<file path="src/logic/sleep_gate_defines.svh">
/*
 * offsets, field positions, reset values and widths of the sleep-mode
 * port clock gating block.
 * assumes: included by the package and the design file.
 */
`ifndef SLEEP_GATE_DEFINES_SVH
`define SLEEP_GATE_DEFINES_SVH

`define SCTL_BASE_ADDR 32'h400F_E000
`define RUN_GATE_OFFSET 12'h108
`define SLEEP_GATE_OFFSET 12'h118
`define DEEP_GATE_OFFSET 12'h128
`define RUN_CFG_OFFSET 12'h060
`define MODE_CTRL_OFFSET 12'h200
`define PORT_COUNT 8
`define GATE_FIELD_MSB 7
`define GATE_RESET 8'h00
`define AUTO_GATE_BIT 27
`define MODE_FIELD_MSB 1
`define MODE_RESERVED 2'b11
`define RSVD_ZERO 24'h00_0000

`endif

</file>
<file path="src/logic/sleep_gate_pkg.sv">
/*
 * types of the sleep-mode port clock gating block.
 * assumes: the defines header is on the include path.
 */
`include "sleep_gate_defines.svh"

package sleep_gate_pkg;

    typedef enum logic [1:0] {
        MODE_RUN = 2'b00,
        MODE_SLEEP = 2'b01,
        MODE_DEEP = 2'b10
    } power_mode_t;

    typedef struct packed {
        logic psel;
        logic penable;
        logic pwrite;
        logic [31:0] paddr;
        logic [31:0] pwdata;
    } apb_req_t;

    typedef struct packed {
        logic pready;
        logic pslverr;
        logic [31:0] prdata;
    } apb_rsp_t;

    typedef struct packed {
        logic sel;
        logic [7:0] portSel;
    } port_access_t;

endpackage : sleep_gate_pkg

</file>
<file path="src/logic/sleep_port_clock_gating.sv">
/*
 * sleep-mode port clock gating control for ports a to h.
 * holds the run, sleep and deep-sleep port gating registers, the auto
 * gating select and a power mode register, all reached over an apb
 * slave, and drives one clock enable per port from the register that
 * the current mode and the auto gating select pick; also flags a port access that targets a
 * port whose clock is off.
 * register map, byte offsets from the control base:
 *   0x060 run clock config, auto gating select at bit 27
 *   0x108 run port clock gate
 *   0x118 sleep port clock gate
 *   0x128 deep sleep port clock gate
 *   0x200 power mode, bits 1:0
 * the port fields of all three gate registers share one layout.
 * writes to read-only bits are dropped.
 * a write of a refused mode code leaves the mode unchanged.
 * assumes: one clock core_clk and a synchronous, active high sys_rst;
 * the port bus fabric runs on core_clk and gives a one-hot port select
 * with each access, so that select passes no synchroniser;
 * the apb master keeps to setup then access, one word per transfer;
 * any other address in the map answers with an error.
 */
// What this block does
// - while the sleep register is in effect a port with its bit set gets a clock, else none.
// - an access to a port whose clock is gated off is answered with a bus fault.
// - after reset the sleep gating register reads zero; the mode is run and the run register is zero, so every port is unclocked.
// - port a sits at bit 0 through port h at bit 7, each read and write.
// - bits 31 to 8 are read only and read as zero.
// - the sleep register governs only in sleep; run and deep sleep have their own.
// - the per-mode sleep registers apply only when auto gating select is set.
// - the sleep gating register decodes at offset 0x118 of the control base.
`timescale 1ns/1ps
`include "sleep_gate_defines.svh"

module sleep_port_clock_gating (
    input wire logic core_clk,
    input wire logic sys_rst,
    input wire sleep_gate_pkg::apb_req_t apbReq,
    output sleep_gate_pkg::apb_rsp_t apbRsp,
    input wire sleep_gate_pkg::port_access_t portAccess,
    output logic portFault,
    output logic [7:0] portClockEnable,
    output sleep_gate_pkg::power_mode_t powerMode
);
    import sleep_gate_pkg::*;

    // register state
    logic [7:0] runGate_ff;
    logic [7:0] sleepGate_ff;
    logic [7:0] deepGate_ff;
    logic autoGate_ff;
    power_mode_t mode_ff;
    logic [7:0] portEnable_ff;
    logic fault_ff;
    logic [31:0] rdata_ff;

    // next values
    logic [7:0] nxt_runGate;
    logic [7:0] nxt_sleepGate;
    logic [7:0] nxt_deepGate;
    logic nxt_autoGate;
    power_mode_t nxt_mode;
    logic [7:0] nxt_portEnable;
    logic nxt_fault;
    logic [31:0] nxt_rdata;
    logic [7:0] portFaultHit;

    // full-address match of one register of this block
    function automatic logic hit(
        input logic [31:0] addr,
        input logic [11:0] off
    );
        hit = (addr == (`SCTL_BASE_ADDR | {20'h0_0000, off}));
    endfunction : hit

    // mode code 3 names no mode and is refused
    function automatic logic legalMode(
        input logic [1:0] code
    );
        legalMode = (code != `MODE_RESERVED);
    endfunction : legalMode

    // reserved bits above the port field read as zero
    function automatic logic [31:0] gateWord(
        input logic [7:0] gate
    );
        gateWord = {`RSVD_ZERO, gate};
    endfunction : gateWord

    // gate applied in a mode, sleep registers only with auto select
    function automatic logic [7:0] modeGate(
        input power_mode_t mode,
        input logic autoSel,
        input logic [7:0] runGate,
        input logic [7:0] sleepGate,
        input logic [7:0] deepGate
    );
        modeGate = runGate;
        unique case (mode)
            MODE_RUN: begin
                modeGate = runGate;
            end
            MODE_SLEEP: begin
                if (autoSel) begin
                    modeGate = sleepGate;
                end else begin
                    modeGate = runGate;
                end
            end
            MODE_DEEP: begin
                if (autoSel) begin
                    modeGate = deepGate;
                end else begin
                    modeGate = runGate;
                end
            end
            default: begin
                modeGate = runGate;
            end
        endcase
    endfunction : modeGate

    // bus phases
    wire logic access = apbReq.psel & apbReq.penable;
    wire logic setup = apbReq.psel & ~apbReq.penable;
    wire logic wrEn = access & apbReq.pwrite;

    // register decode
    wire logic hitRun = hit(apbReq.paddr, `RUN_GATE_OFFSET);
    wire logic hitSleep = hit(apbReq.paddr, `SLEEP_GATE_OFFSET);
    wire logic hitDeep = hit(apbReq.paddr, `DEEP_GATE_OFFSET);
    wire logic hitCfg = hit(apbReq.paddr, `RUN_CFG_OFFSET);
    wire logic hitMode = hit(apbReq.paddr, `MODE_CTRL_OFFSET);
    wire logic hitAny = hitRun | hitSleep | hitDeep | hitCfg | hitMode;
    wire logic [4:0] hitVec = {hitMode, hitCfg, hitDeep, hitSleep, hitRun};

    // write data fields
    wire logic [7:0] wrGate = apbReq.pwdata[`GATE_FIELD_MSB:0];
    wire power_mode_t modeField = power_mode_t'(apbReq.pwdata[1:0]);
    wire logic modeLegal = legalMode(apbReq.pwdata[`MODE_FIELD_MSB:0]);

    // write strobes, a refused mode code writes nothing
    wire logic wrRun = wrEn & hitRun;
    wire logic wrSleep = wrEn & hitSleep;
    wire logic wrDeep = wrEn & hitDeep;
    wire logic wrCfg = wrEn & hitCfg;
    wire logic wrModeEn = wrEn & hitMode & modeLegal;

    // next register values
    always_comb begin
        nxt_runGate = runGate_ff;
        nxt_sleepGate = sleepGate_ff;
        nxt_deepGate = deepGate_ff;
        nxt_autoGate = autoGate_ff;
        nxt_mode = mode_ff;
        if (wrRun) begin
            nxt_runGate = wrGate;
        end
        if (wrSleep) begin
            nxt_sleepGate = wrGate;
        end
        if (wrDeep) begin
            nxt_deepGate = wrGate;
        end
        if (wrCfg) begin
            nxt_autoGate = apbReq.pwdata[`AUTO_GATE_BIT];
        end
        if (wrModeEn) begin
            nxt_mode = modeField;
        end
    end

    // enable of each port for the current mode
    assign nxt_portEnable = modeGate(mode_ff, autoGate_ff, runGate_ff,
        sleepGate_ff, deepGate_ff);

    // read data, captured in setup and cleared outside it
    wire logic [31:0] cfgWord = {4'h0, autoGate_ff, 27'h000_0000};
    wire logic [31:0] modeWord = {30'h0000_0000, mode_ff};
    always_comb begin
        nxt_rdata = 32'h0000_0000;
        if (setup) begin
            unique case (hitVec)
                5'b0_0001: begin
                    nxt_rdata = gateWord(runGate_ff);
                end
                5'b0_0010: begin
                    nxt_rdata = gateWord(sleepGate_ff);
                end
                5'b0_0100: begin
                    nxt_rdata = gateWord(deepGate_ff);
                end
                5'b0_1000: begin
                    nxt_rdata = cfgWord;
                end
                5'b1_0000: begin
                    nxt_rdata = modeWord;
                end
                default: begin
                    nxt_rdata = 32'h0000_0000;
                end
            endcase
        end
    end

    // per-port fault term: selected and not clocked now
    genvar p;
    generate
        for (p = 0; p < `PORT_COUNT; p++) begin : g_port
            assign portFaultHit[p] = portAccess.portSel[p]
                & ~portEnable_ff[p];
        end
    endgenerate

    // fault answers the access one cycle later
    assign nxt_fault = portAccess.sel & (|portFaultHit);

    // run gate register
    always_ff @(posedge core_clk) begin
        if (sys_rst) begin
            runGate_ff <= `GATE_RESET;
        end else begin
            runGate_ff <= nxt_runGate;
        end
    end

    // sleep gate register
    always_ff @(posedge core_clk) begin
        if (sys_rst) begin
            sleepGate_ff <= `GATE_RESET;
        end else begin
            sleepGate_ff <= nxt_sleepGate;
        end
    end

    // deep sleep gate register
    always_ff @(posedge core_clk) begin
        if (sys_rst) begin
            deepGate_ff <= `GATE_RESET;
        end else begin
            deepGate_ff <= nxt_deepGate;
        end
    end

    // auto gating select
    always_ff @(posedge core_clk) begin
        if (sys_rst) begin
            autoGate_ff <= 1'b0;
        end else begin
            autoGate_ff <= nxt_autoGate;
        end
    end

    // power mode
    always_ff @(posedge core_clk) begin
        if (sys_rst) begin
            mode_ff <= MODE_RUN;
        end else begin
            mode_ff <= nxt_mode;
        end
    end

    // applied port enables
    always_ff @(posedge core_clk) begin
        if (sys_rst) begin
            portEnable_ff <= `GATE_RESET;
        end else begin
            portEnable_ff <= nxt_portEnable;
        end
    end

    // port fault
    always_ff @(posedge core_clk) begin
        if (sys_rst) begin
            fault_ff <= 1'b0;
        end else begin
            fault_ff <= nxt_fault;
        end
    end

    // read data
    always_ff @(posedge core_clk) begin
        if (sys_rst) begin
            rdata_ff <= 32'h0000_0000;
        end else begin
            rdata_ff <= nxt_rdata;
        end
    end

    // apb: no wait states, unmapped addresses answer with an error
    assign apbRsp.pready = 1'b1;
    assign apbRsp.pslverr = access & ~hitAny;
    assign apbRsp.prdata = rdata_ff;

    // port side outputs
    assign portFault = fault_ff;
    assign portClockEnable = portEnable_ff;
    assign powerMode = mode_ff;

endmodule : sleep_port_clock_gating

</file>
<file path="config.mk">
export PLATFORM = sky130hd
export DESIGN_NAME = sleep_port_clock_gating
export DESIGN_NICKNAME = d
export VERILOG_FILES = /design/src/logic/sleep_gate_pkg.sv /design/src/logic/sleep_port_clock_gating.sv
export VERILOG_INCLUDE_DIRS = /design/src /design/src/logic
export SDC_FILE = /design/constraint.sdc
export NUM_CORES = 1
export LEC_CHECK = 0
export BUFFER_PORTS_ARGS = -buffer_cell sky130_fd_sc_hd__buf_4
export CAP_MARGIN = 15
export CORE_MARGIN = 1.5
export CORE_UTILIZATION = 45
export DETAILED_ROUTE_END_ITERATION = 12
export PLACE_DENSITY = 0.8
export SYNTH_ARGS = -nofsm -noshare
export SYNTH_HDL_FRONTEND = slang
export SYNTH_SLANG_ARGS = --single-unit
</file>
<file path="constraint.sdc">
create_clock -name core_clk -period 2.6 [get_ports core_clk]
set_clock_uncertainty 0.05 [all_clocks]
set_input_delay 0.13 -clock core_clk [delete_from_list [all_inputs] [get_ports core_clk]]
set_output_delay 0.13 -clock core_clk [all_outputs]
set_load 0.01 [all_outputs]
</file>
# Word level (Yosys, flattened, before mapping)
# Index checks and enable logic that the tools add are counted.
[word_totals]
register_bits = 68
inputBits = 78
out_inout_bits = 45
word_cells = 61
[op_classes]
n_eq_ne = 13
mux = 4
bitwise_logic = 34
reduce_logical = 2
[ops]
columns = ["operator", "n"]
rows = [
  ["equality test 32 x 31 -> 1 bit (second input constant)", 5],
  ["one-hot mux 28 bit (5 select lines)", 1],
  ["bitwise AND 1 bit", 19],
  ["2-to-1 mux 8 bit", 2],
  ["one-hot mux 8 bit (2 select lines)", 1],
  ["inverter 1 bit", 11],
  ["OR reduction 8 bit", 1],
  ["equality test 5 x 1 -> 1 bit (second input constant)", 1],
  ["equality test 5 x 2 -> 1 bit (second input constant)", 1],
  ["equality test 5 x 3 -> 1 bit (second input constant)", 1],
  ["equality test 5 x 4 -> 1 bit (second input constant)", 1],
  ["equality test 5 bit (second input constant)", 1],
  ["OR 1 bit", 4],
  ["equality test 2 x 1 -> 1 bit (second input constant)", 1],
  ["equality test 2 bit (second input constant)", 1],
  ["!= test 2 bit (second input constant)", 1],
  ["OR reduction 2 bit", 1],
]

# Logic depth before layout (Yosys ltp)
# Gate-level depths: netlist of run 1.
[logic_depth]
depth_word = 7
mapped_depth = 7

# Worst setup path before layout of run 1
# Ideal clock, no wire load.
[synth_path]
path_kind = "input to register"
start = "input apbReq[54] (netlist bit)"
end = "register deepGate_ff[0]"
setup_ns = 0.128
t_arrival_ns = 2.003
slack_ns = 0.419
cell_stages = 6
path_cell_list = "or4_1 or4_4 or4b_1 buf_6 mux2i_1 nor2_1"
[synth_between]
elab_chain_len = 2
[synth_lines]
columns = ["element", "line_no", "source"]
rows = [
  ["start: declaration", "sleep_port_clock_gating.sv:38", "input wire sleep_gate_pkg::apb_req_t apbReq,"],
  ["equality test 32 x 31 -> 1 bit", "sleep_port_clock_gating.sv:73", "hit = (addr == (`SCTL_BASE_ADDR | {20'h0_0000, off}));"],
  ["bitwise AND 1 bit", "sleep_port_clock_gating.sv:145", "wire logic wrDeep = wrEn & hitDeep;"],
  ["end signal: assignment", "sleep_port_clock_gating.sv:239", "deepGate_ff <= `GATE_RESET;"],
  ["end signal: assignment", "sleep_port_clock_gating.sv:241", "deepGate_ff <= nxt_deepGate;"],
  ["end: declaration", "sleep_port_clock_gating.sv:50", "logic [7:0] deepGate_ff;"],
]
# Every way passes these cells.
# A chain may end at the register's enable or synchronous reset.

# Worst setup path in the final report of run 1
[layout_path]
start = "input apbReq[54] (netlist bit)"
end = "register deepGate_ff[6]"
# The elaborated chain is that of the path after synthesis.

==> results.rst, run 1 <==
.. list-table::
   :header-rows: 1

   * - Metric
     - Value
   * - Hold buffers post-CTS
     - 0
   * - Highest net fanout along the worst path
     - 8
   * - Setup tns final
     - 0 ns
   * - Floorplan die area
     - roughly 0.0055 mm2
   * - Worst hold slack after final layout
     - approximately 0.02 ns
   * - Global route overflow
     - 0
   * - WS Path Type
     - input pin to flop
   * - Setup repair after global routing missed its margin
     - no
   * - Total core area
     - 0.00479 mm2
   * - Tcrit/Tclk final
     - between 80% and 90%
   * - Launch instance of the worst register-to-register path
     - powerMode[0]$_SDFFE_PP0P_
   * - Fmax
     - 472 MHz
   * - Number of setup buffers added after CTS
     - 0
   * - Library cell contributing the largest single delay on the critical path
     - or4_4
   * - Post-detailed-route count of antenna-violating nets
     - 0
   * - TritonCTS clock tree
     - yes
   * - Maximum Capacitance Violations
     - 0
   * - Reg2Reg Depth
     - 6
   * - Sequential Area
     - 901 um2
   * - Sequential cell area fraction in the yosys report
     - 39.5%
   * - Core utilization of the finished layout
     - about three fifths
   * - Worst Path Arrival
     - roughly 2.3 ns
   * - Vertical die dimension
     - roughly 74 um
   * - Clock transition at path regs
     - 0.08 ns
   * - Root buffer cell
     - clkbuf_8
   * - Reg-to-Reg End
     - portClockEnable[0]$_SDFF_PP0_
   * - Data required time of the critical path
     - approximately 2.7 ns
   * - Instance count of the mapped netlist
     - 260
   * - Post-route DRC
     - 0
   * - Number of antenna violations at the first check in global routing
     - 0
   * - Final Total Pwr
     - ~1.3 mW
   * - Internal reg-to-reg setup slack
     - ~0.7 ns
   * - Tightest slew margin relative to the limit
     - a little under 60%
   * - Via count of the first global-routing pass
     - 1964
   * - Delay contributed by the slowest stage of the critical path
     - 0.54 ns
   * - Die extent in x
     - ~74 um
   * - Largest cells by area after synthesis
     - dfxtp_1 40%, mux2i_1 14%, buf_4 7.9%, nor2_1 7.1%, a22oi_1 3.3%
   * - Wire length per cell after detailed routing
     - ~14 um
   * - Power density over cell area
     - ~430 mW/mm2
   * - Share of synthesized registers carrying an async set or reset
     - 0%
   * - Pin slew with the least headroom to its limit
     - approximately 0.63 ns
   * - Initial core utilization
     - a little under half
   * - Post-cts resize count
     - 0
   * - Path type of the worst min-delay path
     - input pin to flop
   * - Number of violations reported at the end of detailed-routing iteration 0
     - between 100 and 150
   * - Share of post-route cells with drive strength above 1
     - 26.8%
   * - Minimum clock period after layout
     - roughly 2.1 ns
   * - Via count normalized by instance count
     - slightly above 5
   * - Total of warnings raised by yosys
     - 0
   * - Crit path top cell by count
     - buf_4
   * - Total routed wirelength
     - 5550 um
   * - # fillers
     - 425
   * - Mean instance size in the synthesized netlist
     - about 8.8 um2
   * - Min setup slack post-route
     - 0.482 ns
   * - Leakage power
     - 1.39 nW
   * - Number of synthesized register bits
     - 45
   * - Total clock buffers created by CTS
     - 5
   * - Slew Limit Fails
     - 0
   * - Clock sinks
     - 45
   * - Overall via count from detail_route
     - around 2.1k
   * - Synth cell types
     - 40
   * - Most used DFF post-synth
     - dfxtp_1
   * - Library cell with the largest summed area after synthesis
     - dfxtp_1
   * - Worst-case vdd ir drop
     - between 0.0002 and 0.0003 V
   * - Run status
     - complete, no violations
   * - Global-route total usage across every layer
     - roughly a fifth
   * - Worst setup slack before clock tree synthesis
     - around 0.17 ns
   * - Startpoint of the worst hold path
     - portAccess[8]
   * - Area used by multi-input combinational logic
     - about 0.0012 mm2
   * - Chain of cells forming the critical path
     - buf_4 -> or4_1 -> or4_4 -> or4b_1 -> buf_4 -> mux2i_1 -> nor2_1
   * - Final Hold Fails
     - 0
   * - Worst-case clock buffer depth
     - 2
   * - Signed area change from the synthesized netlist to the final layout
     - 27.1%
   * - Number of cells on the worst hold path
     - 2
   * - Detailed-router iteration count before antenna repair
     - 4
   * - Most repeated cell in the gate-level netlist after synthesis
     - dfxtp_1
   * - Crit end category
     - flop
   * - Port buffer count
     - 75
   * - Maximum level of the CTS H-tree
     - 2
   * - Critical path startpoint category
     - input pin
   * - Most used standard cells in the synthesized netlist
     - 45 x dfxtp_1, 43 x nor2_1, 33 x mux2i_1
   * - FP Rows
     - 25
   * - Syn Std Cell Area
     - ~0.0023 mm2
   * - EDFF count, synth
     - 0
   * - Total Nets Final
     - between 400 and 500
   * - Top-Level Pins
     - 123
   * - HPWL reported at the end of detailed placement
     - ~4200 um
   * - Number of antenna cells inserted
     - 0
   * - Final setup vio count
     - 0
   * - Worst Hold Endpoint
     - portFault$_SDFF_PP0_
   * - Placer congestion estimate
     - between 0.9 and 1
   * - Global-route wire length before repair
     - ~8800 um
   * - Proportion of netlist area held by the largest area contributor
     - between 30% and 40%
   * - Pin count of the biggest net entering global routing
     - 36
   * - Clock latency on the worst-skew pair
     - around 0.30 ns
==> registers in the layout, indices dropped and copies added (netlist names) <==
signal	flops
sleepGate_ff	8
powerMode	2
autoGate_ff	1
portFault	1
portClockEnable	8
rdata_ff	9
runGate_ff	8
deepGate_ff	8
==> layout by cell type (no fill, tap or decap), types with 8 or more instances in the layout <==
cell type,n
a22oi_1,10
buf_4,80
nand2_1,9
nor2_1,43
a22o_1,8
dfxtp_1,45
nor3_1,11
mux2i_1,33
a21oi_1,8
conb_1,24
inv_1,11
==> per-stage QoR <==
step | std cells | instance area, um2
finish | 399 | 2900
global route | 399 | 2900
CTS | 399 | 2900
detailed placement | 391 | 2810
global placement | 391 | 2810
floorplan | 282 | 2360
==> critical path, delay by kind of cell <==
family	cells	cell delay (ns)
buffers and inverters	2	0.31
multiplexers	1	0.17
AND/OR/NAND/NOR	4	1.63
==> metal layers <==
| metal | track usage [%] | wire, um |
|---|---|---|
| met1 | 25.8 | 2270 |
| met2 | 35.2 | 2800 |
| met3 | 4.88 | 381 |
| met4 | 8.23 | 102 |
| met5 | 0 | 0 |
==> report_power, final <==
| group | total (mW) | internal (mW) | switching (mW) |
|---|---|---|---|
| clock network | 0.432 | 0.191 | 0.241 |
| logic | 0.129 | 0.0664 | 0.0626 |
| registers | 0.689 | 0.689 | 0.000259 |
==> worst max path at each step <==
stage / slack, ns / startpoint / to / cells after the start
4_1_cts: 0.49 / apbReq[54] / deepGate_ff[6]$_SDFFE_PP0P_ / 7
6_report: 0.48 / apbReq[54] / deepGate_ff[6]$_SDFFE_PP0P_ / 7
5_1_grt: 0.39 / apbReq[54] / rdata_ff[0]$_SDFF_PP0_ / 5
2_1_floorplan: 0.42 / apbReq[54] / deepGate_ff[0]$_SDFFE_PP0P_ / 6
3_3_place_gp: 0.21 / apbReq[54] / rdata_ff[0]$_SDFF_PP0_ / 5
3_5_place_dp: 0.17 / apbReq[54] / deepGate_ff[6]$_SDFFE_PP0P_ / 7
==> layout make-up <==
type / instances / share of cell area [%]
Multi-Input combinational cell: 188 / 40.7
Sequential cell: 45 / 31.1
Timing Repair Buffer: 80 / 20.7
Tap cell: 67 / 2.89
Clock buffer: 5 / 2.38
Inverter: 11 / 1.43
Clock inverter: 3 / 0.778
==> kinds of logic after synthesis <==
logic type / Yosys count / share of synthesized area (%)
AO/OA/AOI/OAI: 37 / 11.6
adder cells (fa/ha/maj): 2 / 1.10
buffers and inverters: 49 / 12.4
flip-flops: 45 / 39.5
multiplexers: 33 / 14.5
other: 2 / 0.329
AND/OR/NAND/NOR: 92 / 20.5
(Power assumes the default switching activity.)
==> run 2: changes to the inputs <==
--- a/config.mk
+++ b/config.mk
@@ -6,12 +6,13 @@
 export SDC_FILE = /design/constraint.sdc
 export NUM_CORES = 1
 export LEC_CHECK = 0
+export ABC_AREA = 1
 export BUFFER_PORTS_ARGS = -buffer_cell sky130_fd_sc_hd__buf_4
 export CAP_MARGIN = 15
 export CORE_MARGIN = 1.5
-export CORE_UTILIZATION = 45
+export CORE_UTILIZATION = 42
 export DETAILED_ROUTE_END_ITERATION = 12
-export PLACE_DENSITY = 0.8
+export PLACE_DENSITY = 0.77
 export SYNTH_ARGS = -nofsm -noshare
 export SYNTH_HDL_FRONTEND = slang
 export SYNTH_SLANG_ARGS = --single-unit
==> constraint.sdc (replaced) <==
create_clock -name core_clk -period 1.82 [get_ports core_clk]
set_clock_uncertainty 0.05 [all_clocks]
set_input_delay 0.091 -clock core_clk [delete_from_list [all_inputs] [get_ports core_clk]]
set_output_delay 0.091 -clock core_clk [all_outputs]
set_load 0.01 [all_outputs]
==> run 2 against run 1 <==
Count of clock-buffer cells in the layout up 1. Setup slack worse by 0.16 ns. Synthesized area rose by 11%. Critical path depth is the same. Clock power increased by 49%. Cell count up 34%. Non-clock buffer count grew 7. Critical endpoint is now portClockEnable[1]$_SDFF_PP0_. Highest routed layer unchanged.
==> results.rst, run 2 <==
.. list-table::
   :header-rows: 1

   * - Metric
     - Value
   * - Instance count of the mapped netlist
     - 372
   * - Number of antenna violations at the first check in global routing
     - 0
   * - Placed cell count
     - slightly above 500
   * - Number of violations reported at the end of detailed-routing iteration 0
     - ~140
   * - Wire length per cell after detailed routing
     - ~11 um
   * - Fmax
     - around 670 MHz
   * - Highest net fanout along the worst path
     - 9
   * - Tcrit/Tclk final
     - approximately 82%
   * - Clock transition at path regs
     - roughly 0.080 ns
   * - Signed area change from the synthesized netlist to the final layout
     - 29.0%
   * - Initial core utilization
     - between 40 and 50%
   * - Register with the highest flop count
     - rdata_ff
   * - Library cell with the largest summed area after synthesis
     - dfxtp_1
   * - Share of post-route cells with drive strength above 1
     - about a quarter
   * - Most common library cell in the layout ignoring fill and taps
     - nor2_1
   * - Vertical die dimension
     - 80.6 um
   * - Slew Limit Fails
     - 0
   * - Critical path startpoint category
     - flop
   * - Final setup vio count
     - 0
   * - Total of warnings raised by yosys
     - 0
   * - Min setup slack post-route
     - about 0.33 ns
   * - Die extent in x
     - ~81 um
   * - Via count normalized by instance count
     - 4.53
   * - Number of antenna cells inserted
     - 0
   * - Detailed-router iteration count before antenna repair
     - 4
   * - Worst-case vdd ir drop
     - approximately 0.00033 V
   * - Floorplan die area
     - between 0.006 and 0.007 mm2
   * - Path type of the worst min-delay path
     - input pin to flop
   * - Top-Level Pins
     - 123
   * - TritonCTS clock tree
     - yes
   * - Worst-case clock buffer depth
     - 2
   * - Setup tns final
     - 0 ns
   * - WS Path Type
     - flop to flop
   * - Run status
     - complete, no violations
   * - Chain of cells forming the critical path
     - inv_1 -> ha_1 -> nor3_1 -> nor2_1 -> buf_4 -> nand2_1 -> a21oi_1
   * - Leakage power
     - approximately 1.8 nW
   * - Pin count of the biggest net entering global routing
     - 29
   * - Number of cells on the worst hold path
     - 3
   * - Reg2Reg Depth
     - 7
   * - EDFF count, synth
     - 0
   * - Total clock buffers created by CTS
     - 5
   * - Largest register FFs
     - 9
   * - Data required time of the critical path
     - 1.96 ns
   * - Fin cells
     - 534
   * - Power density over cell area
     - roughly 560 mW/mm2
   * - Most repeated cell in the gate-level netlist after synthesis
     - nor2_1
   * - Placer congestion estimate
     - approximately 0.84
   * - Via count of the first global-routing pass
     - ~2.2k
   * - Sequential cell area fraction in the yosys report
     - a little over a third
   * - HPWL reported at the end of detailed placement
     - roughly 4400 um
   * - Clock latency on the worst-skew pair
     - ~0.30 ns
   * - Root buffer cell
     - clkbuf_8
   * - Most used DFF post-synth
     - dfxtp_1
   * - Maximum Capacitance Violations
     - 0
   * - Post-detailed-route count of antenna-violating nets
     - 0
   * - Clock sinks
     - 45
   * - Overall via count from detail_route
     - 2417
   * - Syn Std Cell Area
     - between 0.002 and 0.003 mm2
   * - FP Rows
     - 28
   * - Minimum clock period after layout
     - 1.49 ns
   * - Global route overflow
     - 0
   * - Port buffer count
     - 75
   * - Commonest cells after routing, fill and taps aside
     - 80 x nor2_1, 78 x buf_4, 74 x nand2_1, 45 x dfxtp_1, 43 x inv_1
   * - Global-route wire length before repair
     - approximately 9500 um
   * - Maximum level of the CTS H-tree
     - 2
   * - # fillers
     - approximately 570
   * - Final Total Pwr
     - between 1.5 and 2 mW
   * - Post-route DRC
     - 0
   * - Total core area
     - roughly 0.0059 mm2
   * - Crit end category
     - flop
   * - Final Hold Fails
     - 0
   * - Synth cell types
     - 28
   * - Library cell contributing the largest single delay on the critical path
     - dfxtp_1
   * - Proportion of netlist area held by the largest area contributor
     - a little over a third
   * - Delay contributed by the slowest stage of the critical path
     - 0.38 ns
   * - Worst setup slack before clock tree synthesis
     - around 0.26 ns
   * - Global-route total usage across every layer
     - a little under a fifth
   * - Share of synthesized registers carrying an async set or reset
     - 0%
   * - Worst Path Arrival
     - 1.64 ns
   * - Total routed wirelength
     - 5740 um
   * - Mean instance size in the synthesized netlist
     - between 6 and 7 um2
   * - Total Nets Final
     - about 540
   * - Most used standard cells in the synthesized netlist
     - 80 x nor2_1, 74 x nand2_1, 45 x dfxtp_1
   * - Number of synthesized register bits
     - 45
   * - Largest cells by area after synthesis
     - dfxtp_1 36%, nor2_1 12%, nand2_1 11%, buf_4 7.1%, inv_1 6.4%
   * - Setup repair after global routing missed its margin
     - no
[run 2: cell types whose count changed after synthesis, sizes merged, moves of 4 or more]
cell / delta
a22oi: -10
and3: -4
clkbuf: -6
inv: +40
mux2i: -33
nand2: +73
nand3: +17
nor2: +47
nor3: -7
o21ai: +22
[run 2: layout make-up]
class | instances | area [um2] | share of cell area (%)
flip-flops and latches | 45 | 901 | 27.6
clock buffers | 6 | 82.6 | 2.53
inverters | 51 | 191 | 5.86
multi-input cells | 268 | 1310 | 40.0
repair buffers | 87 | 676 | 20.7
well taps | 75 | 93.8 | 2.87
clock inverters | 2 | 13.8 | 0.421
[run 2: repair_timing]
| action | CTS | global route |
|---|---|---|
| hold endpoints to repair | 25 | 0 |
| endpoints found under the setup margin | 0 | 0 |
| resized for setup | 0 | 0 |
| setup buffers | 0 | 0 |
| hold buffers | 9 | 0 |
[run 2: final timing paths]
check	from	end	slack, ns
worst max-delay path	powerMode[0]$_SDFFE_PP0P_	portClockEnable[1]$_SDFF_PP0_	0.33
worst min-delay path	apbReq[1]	sleepGate_ff[1]$_SDFFE_PP0P_	0.01
worst max register to register	powerMode[0]$_SDFFE_PP0P_	portClockEnable[1]$_SDFF_PP0_	0.33
worst min register to register	autoGate_ff$_SDFFE_PP0P_	rdata_ff[27]$_SDFF_PP0_	0.43
[run 2: worst max-delay path, delay by kind of cell (launching register included)]
family	cells	cell delay, ns
compound gates	1	0.07
fa+ha+maj	1	0.31
buf+inv	2	0.24
flops	1	0.38
simple gates	3	0.34
[run 2: per-layer routing]
layer	GRT usage [%]	routed length (um)	up-vias	share of wire [%]
li1	-	-	1278	-
met1	22.9	2570	1054	45
met2	32.5	2740	79	48
met3	3.30	372	6	6.5
met4	4.31	59	0	1.0
met5	0	0	-	0
[run 2: cells by family (layout without fill, tap and decap cells)]
group / after synthesis / count (layout) / synth area share [%]
simple gates: 196 / 196 / 36.5
fa+ha+maj: 2 / 2 / 0.988
buf+inv: 81 / 146 / 16.0
flops: 45 / 45 / 35.6
compound gates: 46 / 46 / 10.6
other cells: 2 / 24 / 0.297
[run 2: where the power goes]
part,switching [mW],total [mW],internal [mW]
Clock,0.338,0.645,0.308
Combinational,0.100,0.210,0.110
Sequential,0.000321,0.985,0.984
[run 2: through the flow]
stage          hold WS (ns)  utilization, %  area, um2
5_1_grt              0.0174            55.5       3270
6_report             0.0106            55.5       3270
3_3_place_gp          0.269            52.3       3080
3_5_place_dp          0.289            52.3       3080
4_1_cts             0.00738            55.5       3270
2_1_floorplan         0.169               -       2610
==> run 3: changes to the inputs <==
--- a/config.mk
+++ b/config.mk
@@ -10,9 +10,9 @@
 export BUFFER_PORTS_ARGS = -buffer_cell sky130_fd_sc_hd__buf_4
 export CAP_MARGIN = 15
 export CORE_MARGIN = 1.5
-export CORE_UTILIZATION = 42
+export CORE_UTILIZATION = 46
 export DETAILED_ROUTE_END_ITERATION = 12
-export PLACE_DENSITY = 0.77
+export PLACE_DENSITY = 0.8
 export SYNTH_ARGS = -nofsm -noshare
 export SYNTH_HDL_FRONTEND = slang
 export SYNTH_SLANG_ARGS = --single-unit
==> constraint.sdc (replaced) <==
create_clock -name core_clk -period 1.6 [get_ports core_clk]
set_clock_uncertainty 0.05 [all_clocks]
set_input_delay 0.08 -clock core_clk [delete_from_list [all_inputs] [get_ports core_clk]]
set_output_delay 0.08 -clock core_clk [all_outputs]
set_load 0.01 [all_outputs]
==> run 3 against run 2 <==
Register-to-register slack lost 0.13 ns. Cell count grew 0.19%. First-iteration DRC count shrank 14%. Clock power grew 0.9%. Die area shrank 8.4%. Non-clock buffer count grew 6. Count of clock-buffer cells in the layout is the same. Global-route usage grew 1.8 points. Maximum frequency grew 6.2%. Setup slack lost 0.13 ns. Hold slack gained 0.00070 ns. Sequential share of layout area shrank 0.33 points. Critical endpoint unchanged. Largest power group unchanged. Highest routed layer unchanged.
==> results.rst, run 3 (synthesis results as in run 2) <==
.. list-table::
   :header-rows: 1

   * - Metric
     - Value
   * - Library cell contributing the largest single delay on the critical path
     - dfxtp_1
   * - Die extent in x
     - about 77 um
   * - Number of antenna cells inserted
     - 0
   * - Number of cells on the worst hold path
     - 3
   * - Largest register FFs
     - 9
   * - Top-Level Pins
     - 123
   * - Share of post-route cells with drive strength above 1
     - 26.2%
   * - Power density over cell area
     - just over 600 mW/mm2
   * - Leakage power
     - roughly 1.8 nW
   * - Delay contributed by the slowest stage of the critical path
     - 0.33 ns
   * - Root buffer cell
     - clkbuf_8
   * - Wire length per cell after detailed routing
     - 10.6 um
   * - Startpoint of the worst hold path
     - apbReq[1]
   * - Signed area change from the synthesized netlist to the final layout
     - 30.6%
   * - Minimum clock period after layout
     - around 1.4 ns
   * - Setup repair after global routing missed its margin
     - no
   * - Post-cts resize count
     - 0
   * - Critical path startpoint category
     - flop
   * - Worst-case clock buffer depth
     - 2
   * - # fillers
     - about 480
   * - Run status
     - complete, no violations
   * - Part of the total power dissipated in sequential elements
     - 55.7%
   * - Total Nets Final
     - 544
   * - Most common library cell in the layout ignoring fill and taps
     - buf_4
   * - Met3 global-route usage
     - roughly 3.9%
   * - Worst hold slack after final layout
     - 0.0113 ns
   * - FP Rows
     - 26
   * - Area of placed instances
     - ~0.0031 mm2
   * - TritonCTS clock tree
     - yes
   * - Clock sinks
     - 45
   * - Crit end category
     - flop
   * - Chain of cells forming the critical path
     - inv_1 -> ha_1 -> nor3_1 -> nor2_1 -> buf_4 -> nand2_1 -> a21oi_1
   * - Number of violations reported at the end of detailed-routing iteration 0
     - 118
   * - Internal reg-to-reg setup slack
     - 0.19 ns
   * - Via count normalized by instance count
     - 4.59
   * - Fmax
     - approximately 710 MHz
   * - Slew Limit Fails
     - 0
   * - Post-detailed-route count of antenna-violating nets
     - 0
   * - Core utilization of the finished layout
     - around 64%
   * - Worst Hold Endpoint
     - powerMode[1]$_SDFFE_PP0P_
   * - Global-route wire length before repair
     - slightly below 10000 um
   * - Tcrit/Tclk final
     - around 88%
   * - Switching share of power
     - a little under a quarter
   * - Commonest cells after routing, fill and taps aside
     - 83 x buf_4, 79 x nor2_1, 74 x nand2_1, 45 x dfxtp_1, 43 x inv_1
   * - Critical path startpoint
     - powerMode[0]$_SDFFE_PP0P_
   * - Pin count of the biggest net entering global routing
     - 29
   * - Initial core utilization
     - 48.6%
   * - Part of the power in combinational logic
     - between 10% and 20%
   * - Final setup vio count
     - 0
   * - Via count of the first global-routing pass
     - around 2.3k
   * - Worst-case vdd ir drop
     - 0.000425 V
   * - Overall via count from detail_route
     - roughly 2.5k
   * - Global route overflow
     - 0
   * - Reg-to-Reg End
     - portClockEnable[1]$_SDFF_PP0_
   * - Min setup slack post-route
     - ~0.19 ns
   * - Setup tns final
     - 0 ns
   * - Clock network fraction of design power
     - around 32%
   * - Switching Power
     - approximately 0.46 mW
   * - Clock transition at path regs
     - 0.07 ns
   * - Highest net fanout along the worst path
     - 8
   * - Placer congestion estimate
     - 0.786
   * - Total clock buffers created by CTS
     - 5
   * - Total core area
     - 0.00520 mm2
   * - Data required time of the critical path
     - about 1.7 ns
   * - Maximum level of the CTS H-tree
     - 2
   * - Worst setup slack before clock tree synthesis
     - around 0.18 ns
   * - Number of antenna violations at the first check in global routing
     - 0
   * - Reg2Reg Depth
     - 7
   * - GRT Max-Usage Layer
     - met2
   * - Post-route DRC
     - 0
   * - Final Hold Fails
     - 0
   * - Detailed-router iteration count before antenna repair
     - 4
   * - Floorplan die area
     - 0.00596 mm2
   * - Path type of the worst min-delay path
     - input pin to flop
   * - HPWL reported at the end of detailed placement
     - 4440 um
   * - M1 GR Usage
     - between 20% and 30%
   * - Vertical die dimension
     - about 77 um
   * - Launch instance of the worst register-to-register path
     - powerMode[0]$_SDFFE_PP0P_
   * - Register with the highest flop count
     - rdata_ff
   * - Clock latency on the worst-skew pair
     - approximately 0.29 ns
   * - Maximum Capacitance Violations
     - 0
   * - Global-route track usage on met2
     - between 30% and 40%
   * - Global-route total usage across every layer
     - around a fifth
   * - Power Internal
     - ~1.5 mW
   * - Final instance area
     - between 0.003 and 0.004 mm2
   * - Worst Path Arrival
     - approximately 1.5 ns
   * - Port buffer count
     - 75
   * - Total routed wirelength
     - between 5000 and 6000 um
   * - WS Path Type
     - flop to flop
run 3: power groups by stage:
stage,clock [mW],sequential (mW),combinational [mW]
5_1_grt,0.722,1.12,0.266
6_report,0.651,1.12,0.241
3_5_place_dp,0,1.15,0.222
2_1_floorplan,0,1.15,0.133
4_1_cts,0.667,1.12,0.240
3_3_place_gp,0,1.15,0.218
run 3: routing by layer:
metal / vias up / part of all wire (%)
li1: 1281 / -
met2: 93 / 47
met3: 5 / 6.6
met5: - / 0
met1: 1076 / 45
met4: 0 / 0.71
run 3: what timing repair did:
item	4_1_cts	5_1_grt
hold buffers	9	0
setup buffers	0	0
endpoints found under the hold margin	26	0
run 3: critical path: cells and delay by family (launching register included):
family | cells | cell delay (ns)
buf+inv | 2 | 0.22
flops | 1 | 0.33
simple gates | 3 | 0.31
fa+ha+maj | 1 | 0.32
compound gates | 1 | 0.07
run 3: layout make-up:
cell class	count	area, um2	area share (%)
multi-input combinational	268	1310	39.6
inverter	51	191	5.79
timing repair buffer	93	733	22.2
sequential	45	901	27.3
clock buffer	6	72.6	2.20
clock inverter	2	10.0	0.303
tap	70	87.6	2.65
run 3: worst max-delay path by stage:
stage / to / slack [ns]
finish: portClockEnable[1]$_SDFF_PP0_ / 0.19
global placement: runGate_ff[0]$_SDFFE_PP0P_ / 0.19
detailed placement: sleepGate_ff[4]$_SDFFE_PP0P_ / 0.18
CTS: apbRsp[32] / 0.19
floorplan: portClockEnable[0]$_SDFF_PP0_ / 0.12
global route: apbRsp[32] / 0.03
run 3: stage by stage:
| stage | power [mW] | std cells |
|---|---|---|
| CTS | 2.03 | 535 |
| finish | 2.01 | 535 |
| floorplan | 1.28 | 394 |
| global route | 2.11 | 535 |
| detailed placement | 1.37 | 518 |
| global placement | 1.37 | 518 |
